`config.mk`:
```
export PLATFORM = sky130hd
export DESIGN_NAME = otos_sequencer
export DESIGN_NICKNAME = d
export VERILOG_FILES = /design/src/otos_pkg.sv /design/src/otos_sequencer.sv
export SDC_FILE = /design/constraint.sdc
export NUM_CORES = 1
export LEC_CHECK = 0
export ABC_CLOCK_PERIOD_IN_PS = 4700
export BUFFER_PORTS_ARGS = -buffer_cell sky130_fd_sc_hd__buf_2
export CORE_MARGIN = 2
export CORE_UTILIZATION = 50
export CTS_BUF_LIST = sky130_fd_sc_hd__clkbuf_4 sky130_fd_sc_hd__clkbuf_8
export DETAILED_ROUTE_END_ITERATION = 16
export HOLD_SLACK_MARGIN = 0.1
export PLACE_DENSITY_LB_ADDON = 0.12
export SETUP_SLACK_MARGIN = 0.2
export SYNTH_ARGS = -nofsm -noshare
export SYNTH_HDL_FRONTEND = slang
export SYNTH_SLANG_ARGS = --single-unit
```
`constraint.sdc`:
```
create_clock -name clk_in -period 4.7 [get_ports clk_in]
set_input_delay 0.47 -clock clk_in [delete_from_list [all_inputs] [get_ports clk_in]]
set_output_delay 0.47 -clock clk_in [all_outputs]
set_load 0.05 [all_outputs]
```
`src/otos_pkg.sv`:
```
// package for the output turn-on sequencer: command codes, field layout,
// reset values, state encoding and the command request carrier.
// assumes a PMBus front end in the same clock domain decodes each transfer.
package otos_pkg;

  // command codes, also the register offsets
  localparam logic [7:0] OTOS_CMD_OK_ASSERT = 8'h5E;
  localparam logic [7:0] OTOS_CMD_OK_RELEASE = 8'h5F;
  localparam logic [7:0] OTOS_CMD_WAIT_TIME = 8'h60;
  localparam logic [7:0] OTOS_CMD_RAMP_TIME = 8'h61;
  localparam logic [7:0] OTOS_CMD_TO_LIMIT = 8'h62;
  localparam logic [7:0] OTOS_CMD_TO_ACTION = 8'h63;

  // reset values
  localparam logic [15:0] OTOS_RST_OK_ASSERT = 16'h0000;
  localparam logic [15:0] OTOS_RST_OK_RELEASE = 16'h0000;
  localparam logic [15:0] OTOS_RST_WAIT_TIME = 16'h0000;
  localparam logic [15:0] OTOS_RST_RAMP_TIME = 16'h0000;
  localparam logic [15:0] OTOS_RST_TO_LIMIT = 16'h0000;
  localparam logic [7:0] OTOS_RST_TO_ACTION = 8'h00;

  // timeout action byte fields
  localparam int OTOS_RESP_MSB = 7;
  localparam int OTOS_RESP_LSB = 6;
  localparam int OTOS_RETRY_MSB = 5;
  localparam int OTOS_RETRY_LSB = 3;
  localparam int OTOS_DELAY_MSB = 2;
  localparam int OTOS_DELAY_LSB = 0;

  // response codes
  localparam logic [1:0] OTOS_RESP_IGNORE = 2'h0;
  localparam logic [1:0] OTOS_RESP_RUN_ON = 2'h1;
  localparam logic [1:0] OTOS_RESP_DISABLE = 2'h2;
  localparam logic [1:0] OTOS_RESP_LATCH = 2'h3;

  // retry codes
  localparam logic [2:0] OTOS_RETRY_NONE = 3'h0;
  localparam logic [2:0] OTOS_RETRY_ENDLESS = 3'h7;

  // timing
  localparam int OTOS_CLK_HZ = 50000000;
  localparam int OTOS_MS_PER_S = 1000;

  typedef enum logic [6:0] {
    OTOS_OFF = 7'h01,
    OTOS_WAIT = 7'h02,
    OTOS_RAMP = 7'h04,
    OTOS_ON = 7'h08,
    OTOS_HOLD = 7'h10,
    OTOS_RETRY = 7'h20,
    OTOS_LATCH = 7'h40
  } otos_state_type;

  // one decoded PMBus transfer
  typedef struct packed {
    logic [7:0] code;
    logic write;
    logic read;
    logic word;
    logic [15:0] data;
  } otos_cmd_type;

endpackage

```
`src/otos_sequencer.sv`:
```
// output turn-on sequencer: command registers, turn-on delay and ramp,
// power-up timeout with its fault response and retries, power-good hysteresis.
// assumes the PMBus decoder and the output-voltage reading share clk_in;
// only the control pin comes from outside and is synchronised.
`timescale 1ns/1ps
module otos_sequencer
  import otos_pkg::*;
#(
  parameter int CYCLES_PER_MS = OTOS_CLK_HZ / OTOS_MS_PER_S,
  parameter logic [15:0] FAULT_UNIT_MS = 16'h0001
)
(
  input wire logic clk_in, // 50 MHz clock
  input wire logic rst_n_in, // async reset, active low
  input wire otos_cmd_type cmd_in, // decoded transfer, one-cycle strobes
  input wire logic enable_pin_in, // control pin, asynchronous
  input wire logic [15:0] vout_in, // output voltage reading, vout mode
  input wire logic [15:0] uv_limit_in, // undervoltage fault limit
  input wire logic ok_pin_enable_in, // multi_function_pin_setup power good enable
  input wire logic clear_faults_in, // clear all faults pulse
  input wire logic clear_timeout_in, // clear timeout bit pulse
  output logic [15:0] rd_data_out, // read data
  output logic cmd_ack_out, // transfer accepted pulse
  output logic cmd_error_out, // transfer refused pulse
  output logic output_ok_signal_out, // power good pin
  output logic ok_status_out, // power good status bit, 1 = not good
  output logic output_enable_out, // converter output enabled
  output logic ramp_active_out, // output voltage ramping
  output logic timeout_fault_out, // sticky power-up timeout fault
  output logic [2:0] attempts_out // restart attempts done
);

  // command registers
  logic [15:0] ok_assert_reg;
  logic [15:0] ok_release_reg;
  logic [15:0] wait_time_reg;
  logic [15:0] ramp_time_reg;
  logic [15:0] to_limit_reg;
  logic [7:0] to_action_reg;

  // transfer decode
  wire hit_word = (cmd_in.code >= OTOS_CMD_OK_ASSERT) && (cmd_in.code <= OTOS_CMD_TO_LIMIT);
  wire hit_byte = (cmd_in.code == OTOS_CMD_TO_ACTION);
  wire access = cmd_in.write | cmd_in.read;
  wire size_ok = (hit_word && cmd_in.word) || (hit_byte && !cmd_in.word);
  wire cmd_good = access && size_ok;
  wire wr_good = cmd_in.write && size_ok;
  wire wr_assert = wr_good && (cmd_in.code == OTOS_CMD_OK_ASSERT);
  wire wr_release = wr_good && (cmd_in.code == OTOS_CMD_OK_RELEASE);
  wire wr_wait = wr_good && (cmd_in.code == OTOS_CMD_WAIT_TIME);
  wire wr_ramp = wr_good && (cmd_in.code == OTOS_CMD_RAMP_TIME);
  wire wr_limit = wr_good && (cmd_in.code == OTOS_CMD_TO_LIMIT);
  wire wr_action = wr_good && hit_byte;

  logic [15:0] rd_mux;
  always_comb
  begin
    rd_mux = 16'h0000;
    unique case (cmd_in.code)
      OTOS_CMD_OK_ASSERT: rd_mux = ok_assert_reg;
      OTOS_CMD_OK_RELEASE: rd_mux = ok_release_reg;
      OTOS_CMD_WAIT_TIME: rd_mux = wait_time_reg;
      OTOS_CMD_RAMP_TIME: rd_mux = ramp_time_reg;
      OTOS_CMD_TO_LIMIT: rd_mux = to_limit_reg;
      OTOS_CMD_TO_ACTION: rd_mux = {8'h00, to_action_reg};
      default: rd_mux = 16'h0000;
    endcase
  end

  always_ff @(posedge clk_in or negedge rst_n_in)
  begin
    if (!rst_n_in)
    begin
      ok_assert_reg <= OTOS_RST_OK_ASSERT;
      ok_release_reg <= OTOS_RST_OK_RELEASE;
      wait_time_reg <= OTOS_RST_WAIT_TIME;
      ramp_time_reg <= OTOS_RST_RAMP_TIME;
      to_limit_reg <= OTOS_RST_TO_LIMIT;
      to_action_reg <= OTOS_RST_TO_ACTION;
    end
    else
    begin
      if (wr_assert)
        ok_assert_reg <= cmd_in.data;
      if (wr_release)
        ok_release_reg <= cmd_in.data;
      if (wr_wait)
        wait_time_reg <= cmd_in.data;
      if (wr_ramp)
        ramp_time_reg <= cmd_in.data;
      if (wr_limit)
        to_limit_reg <= cmd_in.data;
      if (wr_action)
        to_action_reg <= cmd_in.data[7:0];
    end
  end

  always_ff @(posedge clk_in or negedge rst_n_in)
  begin
    if (!rst_n_in)
    begin
      rd_data_out <= 16'h0000;
      cmd_ack_out <= 1'b0;
      cmd_error_out <= 1'b0;
    end
    else
    begin
      rd_data_out <= (cmd_in.read && size_ok) ? rd_mux : 16'h0000;
      cmd_ack_out <= cmd_good;
      cmd_error_out <= access && !size_ok;
    end
  end

  // control pin synchroniser
  logic en_meta_reg;
  logic en_sync_reg;
  always_ff @(posedge clk_in or negedge rst_n_in)
  begin
    if (!rst_n_in)
    begin
      en_meta_reg <= 1'b0;
      en_sync_reg <= 1'b0;
    end
    else
    begin
      en_meta_reg <= enable_pin_in;
      en_sync_reg <= en_meta_reg;
    end
  end

  // millisecond tick; divider kept wide enough for the default rate
  logic [31:0] div_reg;
  wire ms_tick = (div_reg == 32'(CYCLES_PER_MS - 1));
  always_ff @(posedge clk_in or negedge rst_n_in)
  begin
    if (!rst_n_in)
      div_reg <= 32'h00000000;
    else
      div_reg <= ms_tick ? 32'h00000000 : div_reg + 32'h00000001;
  end

  // action byte fields
  wire [1:0] resp_code = to_action_reg[OTOS_RESP_MSB:OTOS_RESP_LSB];
  wire [2:0] retry_code = to_action_reg[OTOS_RETRY_MSB:OTOS_RETRY_LSB];
  wire [2:0] delay_code = to_action_reg[OTOS_DELAY_MSB:OTOS_DELAY_LSB];
  wire [15:0] fault_delay_ms = FAULT_UNIT_MS << delay_code;

  otos_state_type state_reg;
  otos_state_type state_next;
  logic [15:0] ms_cnt_reg;
  logic [15:0] to_cnt_reg;
  logic reached_reg;
  logic to_seen_reg;
  logic [2:0] attempts_reg;

  wire uv_ok = (vout_in >= uv_limit_in);
  wire powering = (state_reg == OTOS_WAIT) || (state_reg == OTOS_RAMP) || (state_reg == OTOS_ON);
  // a timeout fires once per attempt; limit zero never fires
  wire to_event = powering && !reached_reg && !uv_ok && !to_seen_reg
    && (to_limit_reg != 16'h0000) && (to_cnt_reg >= to_limit_reg);
  wire fault_clear = clear_faults_in || clear_timeout_in;
  wire retry_left = (retry_code == OTOS_RETRY_ENDLESS) || (attempts_reg < retry_code);
  wire retry_ok = (retry_code != OTOS_RETRY_NONE) && retry_left;
  wire [6:0] retry_target = retry_ok ? OTOS_RETRY : OTOS_LATCH; // carries a whole state code
  wire wait_done = (ms_cnt_reg >= wait_time_reg);
  wire ramp_done = (ms_cnt_reg >= ramp_time_reg);
  wire fault_wait_done = (ms_cnt_reg >= fault_delay_ms);

  always_comb
  begin
    state_next = state_reg;
    unique case (state_reg)
      OTOS_OFF:
        if (en_sync_reg)
          state_next = OTOS_WAIT;
      OTOS_WAIT:
        if (to_event && resp_code != OTOS_RESP_IGNORE)
          state_next = OTOS_HOLD;
        else if (wait_done)
          state_next = OTOS_RAMP;
      OTOS_RAMP:
        if (to_event && resp_code != OTOS_RESP_IGNORE)
          state_next = OTOS_HOLD;
        else if (ramp_done)
          state_next = OTOS_ON;
      OTOS_ON:
        if (to_event && resp_code != OTOS_RESP_IGNORE)
          state_next = OTOS_HOLD;
      OTOS_HOLD:
        // entered on the fault; response decides how it leaves
        unique case (resp_code)
          OTOS_RESP_RUN_ON:
            if (fault_wait_done)
              state_next = (uv_ok || reached_reg) ? OTOS_ON : otos_state_type'(retry_target);
          OTOS_RESP_DISABLE:
            state_next = otos_state_type'(retry_target);
          OTOS_RESP_LATCH:
            state_next = OTOS_LATCH;
          OTOS_RESP_IGNORE:
            state_next = OTOS_ON;
        endcase
      OTOS_RETRY:
        if (fault_wait_done)
          state_next = OTOS_WAIT;
      OTOS_LATCH:
        if (fault_clear)
          state_next = OTOS_OFF;
      default:
        state_next = OTOS_OFF;
    endcase
    if (!en_sync_reg)
      state_next = OTOS_OFF;
  end

  wire state_change = (state_next != state_reg);
  wire restart = (state_reg == OTOS_RETRY) && (state_next == OTOS_WAIT);
  wire fresh_start = (state_reg == OTOS_OFF) && (state_next == OTOS_WAIT);

  always_ff @(posedge clk_in or negedge rst_n_in)
  begin
    if (!rst_n_in)
    begin
      state_reg <= OTOS_OFF;
      ms_cnt_reg <= 16'h0000;
    end
    else
    begin
      state_reg <= state_next;
      if (state_change)
        ms_cnt_reg <= 16'h0000;
      else if (ms_tick && ms_cnt_reg != 16'hFFFF)
        ms_cnt_reg <= ms_cnt_reg + 16'h0001;
    end
  end

  // power-up timer, restarted with every full turn-on sequence
  always_ff @(posedge clk_in or negedge rst_n_in)
  begin
    if (!rst_n_in)
    begin
      to_cnt_reg <= 16'h0000;
      reached_reg <= 1'b0;
      to_seen_reg <= 1'b0;
    end
    else if (fresh_start || restart)
    begin
      to_cnt_reg <= 16'h0000;
      reached_reg <= 1'b0;
      to_seen_reg <= 1'b0;
    end
    else
    begin
      if (ms_tick && powering && to_cnt_reg != 16'hFFFF)
        to_cnt_reg <= to_cnt_reg + 16'h0001;
      if (powering && uv_ok)
        reached_reg <= 1'b1;
      if (to_event)
        to_seen_reg <= 1'b1;
    end
  end

  // attempts: only counted when a full sequence is reinitiated
  always_ff @(posedge clk_in or negedge rst_n_in)
  begin
    if (!rst_n_in)
      attempts_reg <= 3'h0;
    else if (state_reg == OTOS_OFF)
      attempts_reg <= 3'h0;
    else if (restart && attempts_reg != 3'h7)
      attempts_reg <= attempts_reg + 3'h1;
  end

  // sticky fault: a new event beats a clear in the same cycle
  logic fault_reg;
  always_ff @(posedge clk_in or negedge rst_n_in)
  begin
    if (!rst_n_in)
      fault_reg <= 1'b0;
    else if (to_event)
      fault_reg <= 1'b1;
    else if (fault_clear || !en_sync_reg)
      fault_reg <= 1'b0;
  end

  // power good with hysteresis; judged only while the output is on
  logic good_reg;
  wire out_on = (state_reg == OTOS_RAMP) || (state_reg == OTOS_ON) || (state_reg == OTOS_HOLD);
  always_ff @(posedge clk_in or negedge rst_n_in)
  begin
    if (!rst_n_in)
      good_reg <= 1'b0;
    else if (!out_on || vout_in < ok_release_reg)
      good_reg <= 1'b0;
    else if (vout_in >= ok_assert_reg)
      good_reg <= 1'b1;
  end

  always_ff @(posedge clk_in or negedge rst_n_in)
  begin
    if (!rst_n_in)
    begin
      output_ok_signal_out <= 1'b0;
      ok_status_out <= 1'b1;
      output_enable_out <= 1'b0;
      ramp_active_out <= 1'b0;
      timeout_fault_out <= 1'b0;
      attempts_out <= 3'h0;
    end
    else
    begin
      output_ok_signal_out <= good_reg && ok_pin_enable_in;
      ok_status_out <= !good_reg;
      output_enable_out <= out_on;
      ramp_active_out <= (state_reg == OTOS_RAMP);
      timeout_fault_out <= fault_reg;
      attempts_out <= attempts_reg;
    end
  end

endmodule

```
==> metrics.txt, run 1 <==
DR iter-0 viols around 730; CTS tree yes; ant diodes 0; crit path cell chain nand3b_1 -> ha_1 -> a2111oi_0 -> o21ai_1 -> a21oi_2 -> nand4_1 -> a211oi_2 -> a41oi_1 -> or4b_1 -> or3_1 -> buf_4 -> nor2_1; Die ar. roughly 0.024 mm²; placed insts ~1500; Lkg Pwr roughly 6 nW; worst path bufs/invs 1; DRC Markers 0; wire length per cell about 18 µm; Crit Path Class reg2reg; Placement Cell Area between 0.01 and 0.015 mm²; Avg Synthesized Cell Area ~9.6 µm²; post-CTS setup buffer count 0; outcome finished clean; Worst EP arrival around 4.2 ns; Cell Rows 55; post-DP HPWL 21.6 mm; max cap viols 0; Crit path required time about 5.1 ns; first-pass GRT wire length approximately 46 mm; placer's final routability congestion estimate ~0.83; EDFF count, synth 0; # setup viols final 0; max incr delay on CP roughly 0.5 ns; hold crit path type in2async; Buffers on Ports 90; Slew HR 34.9%; Seq/Total Area, Yosys a little over two fifths; GR Util All Layers between 20% and 30%; critical path's top delay family simple AND/OR/NAND/NOR gates; Final Skew between 0.02 and 0.025 ns; die width 155 µm; R2R Setup Slk about 0.93 ns; top-area cell type share of the netlist area 42.2%; Cell Area, Synth approximately 0.011 mm²; worst r2r dst ms_cnt_reg[3]; ANT nets after route 0; Final Core Density a little under three fifths; max reg flops 32; commonest non-fill, non-tap cell in the layout dfrtp_1; Routed WL ~28 mm; clock root buffer clkbuf_8; Synth Area in XOR/XNOR 4.70%; post-CTS sizing 0; number of distinct library cells after synthesis 68; Initial Util about half; via count roughly 9000; Most used DFF post-synth dfrtp_1; Reg2Reg Depth 12; post-synth net total roughly 1400; top cell type by total area after synthesis dfrtp_1; initial antenna violation count 0; Final Instance Area approximately 0.013 mm²; Worst Path Max Fanout 16; Synth Area in Adders between 10% and 20%; Reg-to-Reg Start to_action_reg[1]; CTS Buffer Depth 2; ys async rst share 100%; H-Tree Depth 4; Synth Area in Compound Gates 14.6%; vias in the first global route slightly below 9000; clock-pin transition on the worst setup and hold timing paths around 0.10 ns; period utilisation layout between 80 and 90%; DRT Pass-1 Iters 6; element type at the critical path start register; Slew Viols, Final 0; hold slack between 0.1 and 0.15 ns; Achievable Freq 0.265 GHz; area share of and/or/nand/nor cells after synthesis roughly 17%; Final #Nets 1442; post-layout min period 3.77 ns; gate count after technology mapping about 1200; final std cells w/o fill about 1600; main combinational cell family by area after synthesis simple AND/OR/NAND/NOR gates; synth warn 0; # IOs 91; register bit total from synthesis 194; final hold violations 0; mux cell area share after synthesis between 3 and 4%; TNS Setup 0 ns; via/cell ratio about 5.7; Crit-path slowest cell dfrtp_1; Critical Path Sink Type register; clk_lat worst skew roughly 0.48 ns; TritonCTS Sinks 194; Die H ~150 µm; dominant cells by area after synthesis dfrtp_1 42%, ha_1 12%, o21ai_0 4.2%; most frequent cells in the layout 192 x dfrtp_1, 124 x nand2_1, 111 x inv_1; Peak VDD IR between 0.00015 and 0.0002 V; TritonCTS Buffers 17; fraction of layout cells with a size suffix above 1 between 10% and 20%; Core ar. ~0.023 mm²; pin count of the biggest net entering global routing ~120; RSZ-0062 raised after global routing no; Area Overhead vs Synth 9.93%; pwr dens between 200 and 300 mW/mm²; total global routing overflow 0; Slew @ Worst Pin a little under 1 ns
==> power by group <==
part,internal (mW),switching [mW],leakage (nW)
combinational,0.145,0.304,3.57
clock,0.392,0.669,0.195
sequential,1.69,0.0390,2.36
total,2.23,1.01,6.12
==> synthesized netlist by cell type, types with 4 or more instances <==
cell type and number:
a21o_1 6, a211oi_1 25, a211o_1 4, ha_1 110, nor2_4 9, mux2i_1 5
clkbuf_1 35, xnor2_1 26, o21a_1 9, nor4_1 16, nand4_1 19, nand3_1 34
nor2b_1 9, nor3_1 19, nand2b_1 12, nor2_1 70, xor2_1 35, o211ai_1 6
a221oi_1 9, o21ai_0 96, or3_1 10, and2_1 12, a222oi_1 24, inv_1 111
buf_2 6, a21oi_1 38, dfrtp_1 192, and3_1 21, a2111oi_0 5, nand2_1 124
mux2_2 26, nand3b_1 4
==> worst reg2reg max path, stage by stage (launching register included) <==
cell	delay, ns
dfrtp_1	0.50
nand3b_1	0.22
ha_1	0.33
a2111oi_0	0.39
o21ai_1	0.14
a21oi_2	0.34
nand4_1	0.20
a211oi_2	0.32
a41oi_1	0.08
or4b_1	0.47
or3_1	0.34
buf_4	0.25
nor2_1	0.14
==> through the flow <==
step	power, mW	setup slack, ns
CTS	3.27	0.888
detailed placement	2.21	0.892
floorplan	2.07	1.30
global placement	2.21	0.948
finish	3.24	0.926
global route	3.39	0.695
==> layout make-up <==
cell class	count	area, µm²
fill	2025	9990
multi-input combinational	839	5920
sequential	194	4860
timing repair buffer	104	579
inverter	111	417
tap	285	357
clock buffer	17	234
clock inverter	15	144
==> cell families (layout without fill, tap and decap cells) <==
logic type	Yosys count	count (layout)
AO/OA/AOI/OAI	252	252
XOR/XNOR	61	61
adder cells (fa/ha/maj)	110	110
buffers and inverters	156	247
flip-flops	194	194
multiplexers	31	31
AND/OR/NAND/NOR	385	385
==> repair_timing <==
item                                    CTS  global route
hold buffers                              1             0
endpoints found under the setup margin    0             0
endpoints found under the hold margin     1             0
==> per-layer routing <==
layer  vias up  routed length (µm)  track usage [%]
li1       4397                   -                -
met1      4309               13800             35.4
met2       196               12900             38.7
met3        22                1090             3.79
met4         0                 407             6.17
met5         -                   0                0
==> how the worst max path moves through the flow <==
stage / start / endpoint / slack (ns) / depth (start not counted)
after floorplan: to_action_reg[0] / ms_cnt_reg[9] / 1.30 / 14
after global placement: to_action_reg[1] / ms_cnt_reg[2] / 0.95 / 12
after detailed placement: vout_in[13] / ms_cnt_reg[5] / 0.89 / 12
after CTS: to_action_reg[1] / ms_cnt_reg[3] / 0.89 / 12
after global routing: to_action_reg[1] / ms_cnt_reg[4] / 0.70 / 12
final: to_action_reg[1] / ms_cnt_reg[3] / 0.93 / 12
Power figures use the tool's default switching activity.
==> run 2, diff against run 1 <==
- ABC_CLOCK_PERIOD_IN_PS: 4700 -> 3420
- clock period: 4.7 -> 3.42 ns (I/O delays scaled with it)
==> run 2 against run 1 <==
Against the previous run: first-iteration DRC count increased by 25%; sequential cell count stayed put; highest routed layer unchanged; critical path depth unchanged; sequential power rose by 38%; utilization rose by 3.2 points; register-to-register slack worse by 0.84 ns; hold slack gained 0.0014 ns; count of clock-buffer cells in the layout up 3; maximum frequency is 13% higher; cell count rose by 4.3%; setup slack worse by 0.84 ns; clock skew decreased by 0.0062 ns.
==> metrics.txt, run 2 (same netlist as run 1, synthesis figures left out) <==
RSZ-0062 raised after global routing yes; DRC Markers 0; Register Area just under 0.005 mm²; CTS tree yes; pin count of the biggest net entering global routing between 80 and 90; ant diodes 0; Final Instance Area 0.0132 mm²; R2R Setup Slk approximately 0.09 ns; Top Layer Used met4; wire length per cell roughly 18 µm; post-layout min period roughly 3.3 ns; # IOs 91; DR iter-0 viols ~920; initial antenna violation count 0; Crit-path slowest cell or4b_1; commonest non-fill, non-tap cell in the layout dfrtp_1; fraction of layout cells with a size suffix above 1 about a fifth; clk_lat worst skew ~0.48 ns; Area Overhead vs Synth 16.3%; most frequent cells in the layout 190 x dfrtp_1, 124 x nand2_1, 111 x inv_1; placer's final routability congestion estimate a little under 0.9; Achievable Freq 0.300 GHz; period utilisation layout approximately 97%; Placement Cell Area between 0.01 and 0.015 mm²; Buffers on Ports 90; hold slack roughly 0.15 ns; GR Util All Layers between 20% and 30%; # setup viols final 0; clock-pin transition on the worst setup and hold timing paths 0.10 ns; Slew @ Worst Pin approximately 0.8 ns; total global routing overflow 0; Slew Viols, Final 0; Die H between 150 and 200 µm; Routed WL between 30 and 40 mm; placed insts around 1600; Crit path required time between 3 and 4 ns; Initial Util between 50 and 60%; H-Tree Depth 4; Final Skew 0.0175 ns; vias in the first global route 9150; Core ar. between 0.02 and 0.025 mm²; Worst Path Max Fanout 16; TritonCTS Sinks 194; Lkg Pwr about 6.5 nW; max cap viols 0; Worst EP arrival about 3.7 ns; die width 155 µm; wire length on met3 between 1.5 and 2 mm; Critical Path Sink Type register; post-DP HPWL approximately 22 mm; WL met1 approximately 14 mm; max reg flops 32; ANT nets after route 0; outcome finished clean; final std cells w/o fill between 1500 and 2000; DRT Pass-1 Iters 6; clock root buffer clkbuf_8; Pwr Total 4.58 mW; area of the multi-input gates around 0.0061 mm²; Slew HR about half; CTS Buffer Depth 2; max incr delay on CP slightly below 0.5 ns; Final #Nets roughly 1500; Cell Rows 55; Die ar. between 0.02 and 0.025 mm²; Peak VDD IR approximately 0.00022 V; TritonCTS Buffers 17; Final Core Density approximately three fifths; via count 9400; fillers ~2000; Crit Path Class reg2reg; crit path cell chain nand3b_1 -> ha_1 -> a2111oi_4 -> nor3_2 -> a21oi_4 -> nand4_1 -> a211oi_2 -> a41oi_1 -> or4b_1 -> or3_4 -> buf_12 -> nor2_2; met2 wire length 13.7 mm; via/cell ratio roughly 5.8; hold crit path type in2reg; pwr dens between 300 and 400 mW/mm²; final hold violations 0; element type at the critical path start register; first-pass GRT wire length roughly 48 mm
## run 2: cell count changes in the layout (fill, tap and decap cells not counted), sizes merged, moves of 2 or more
cell         previous run  this run
clkbuf                 18        21
clkinv                  8         1
buf                   102       163
dlygate4sd3             1         7
inv                   118       116
clkinvlp                0         5
## run 2: cell type report
type / count / area share (%)
inverters: 111 / 3.15
clock buffers: 20 / 1.94
flip-flops and latches: 194 / 36.7
multi-input cells: 839 / 45.8
well taps: 285 / 2.70
clock inverters: 12 / 0.936
repair buffers: 171 / 8.73
## run 2: path summary, 6_finish.rpt
check | start | endpoint | cells past startpoint
hold reg to reg | en_meta_reg | en_sync_reg | 0
max in group asynchronous | rst_n_in | to_action_reg[2] | 3
setup reg to reg | to_action_reg[2] | ms_cnt_reg[3] | 12
hold / removal | cmd_in[18] | cmd_error_out | 3
min in group asynchronous | rst_n_in | to_cnt_reg[13] | 2
setup / recovery | to_action_reg[2] | ms_cnt_reg[3] | 12
## run 2: what timing repair did
item                                    CTS  global route
buffers inserted                         14             2
hold endpoints to repair                 69             0
endpoints found under the setup margin   16            18
hold buffers                              7             0
pin swaps                                 3             7
resized for setup                         8            30
## run 2: power breakdown
part,switching [mW],total [mW],internal [mW]
clock,0.878,1.50,0.618
combinational,0.445,0.708,0.263
sequential,0.0545,2.38,2.33
## run 2: per-layer routing
metal	global-route usage (%)	vias to the layer above
met2	40.3	309
met1	37.0	4520
met4	8.29	0
li1	-	4527
met5	0	-
met3	4.15	44
## run 2: per-stage QoR
step                      TNS, ns  setup WS (ns)
after detailed placement    -1.62         -0.122
final                           0         0.0891
after global placement          0         0.0251
after CTS                       0         0.0545
after floorplan                 0          0.146
after global routing       -0.404        -0.0365
## run 2: worst max-delay path, delay by kind of cell, from the launching register on
kind	cells	cell delay, ns
buffers and inverters	1	0.18
adder cells (fa/ha/maj)	1	0.34
flip-flops	1	0.47
AO/OA/AOI/OAI	4	0.85
AND/OR/NAND/NOR	6	1.42
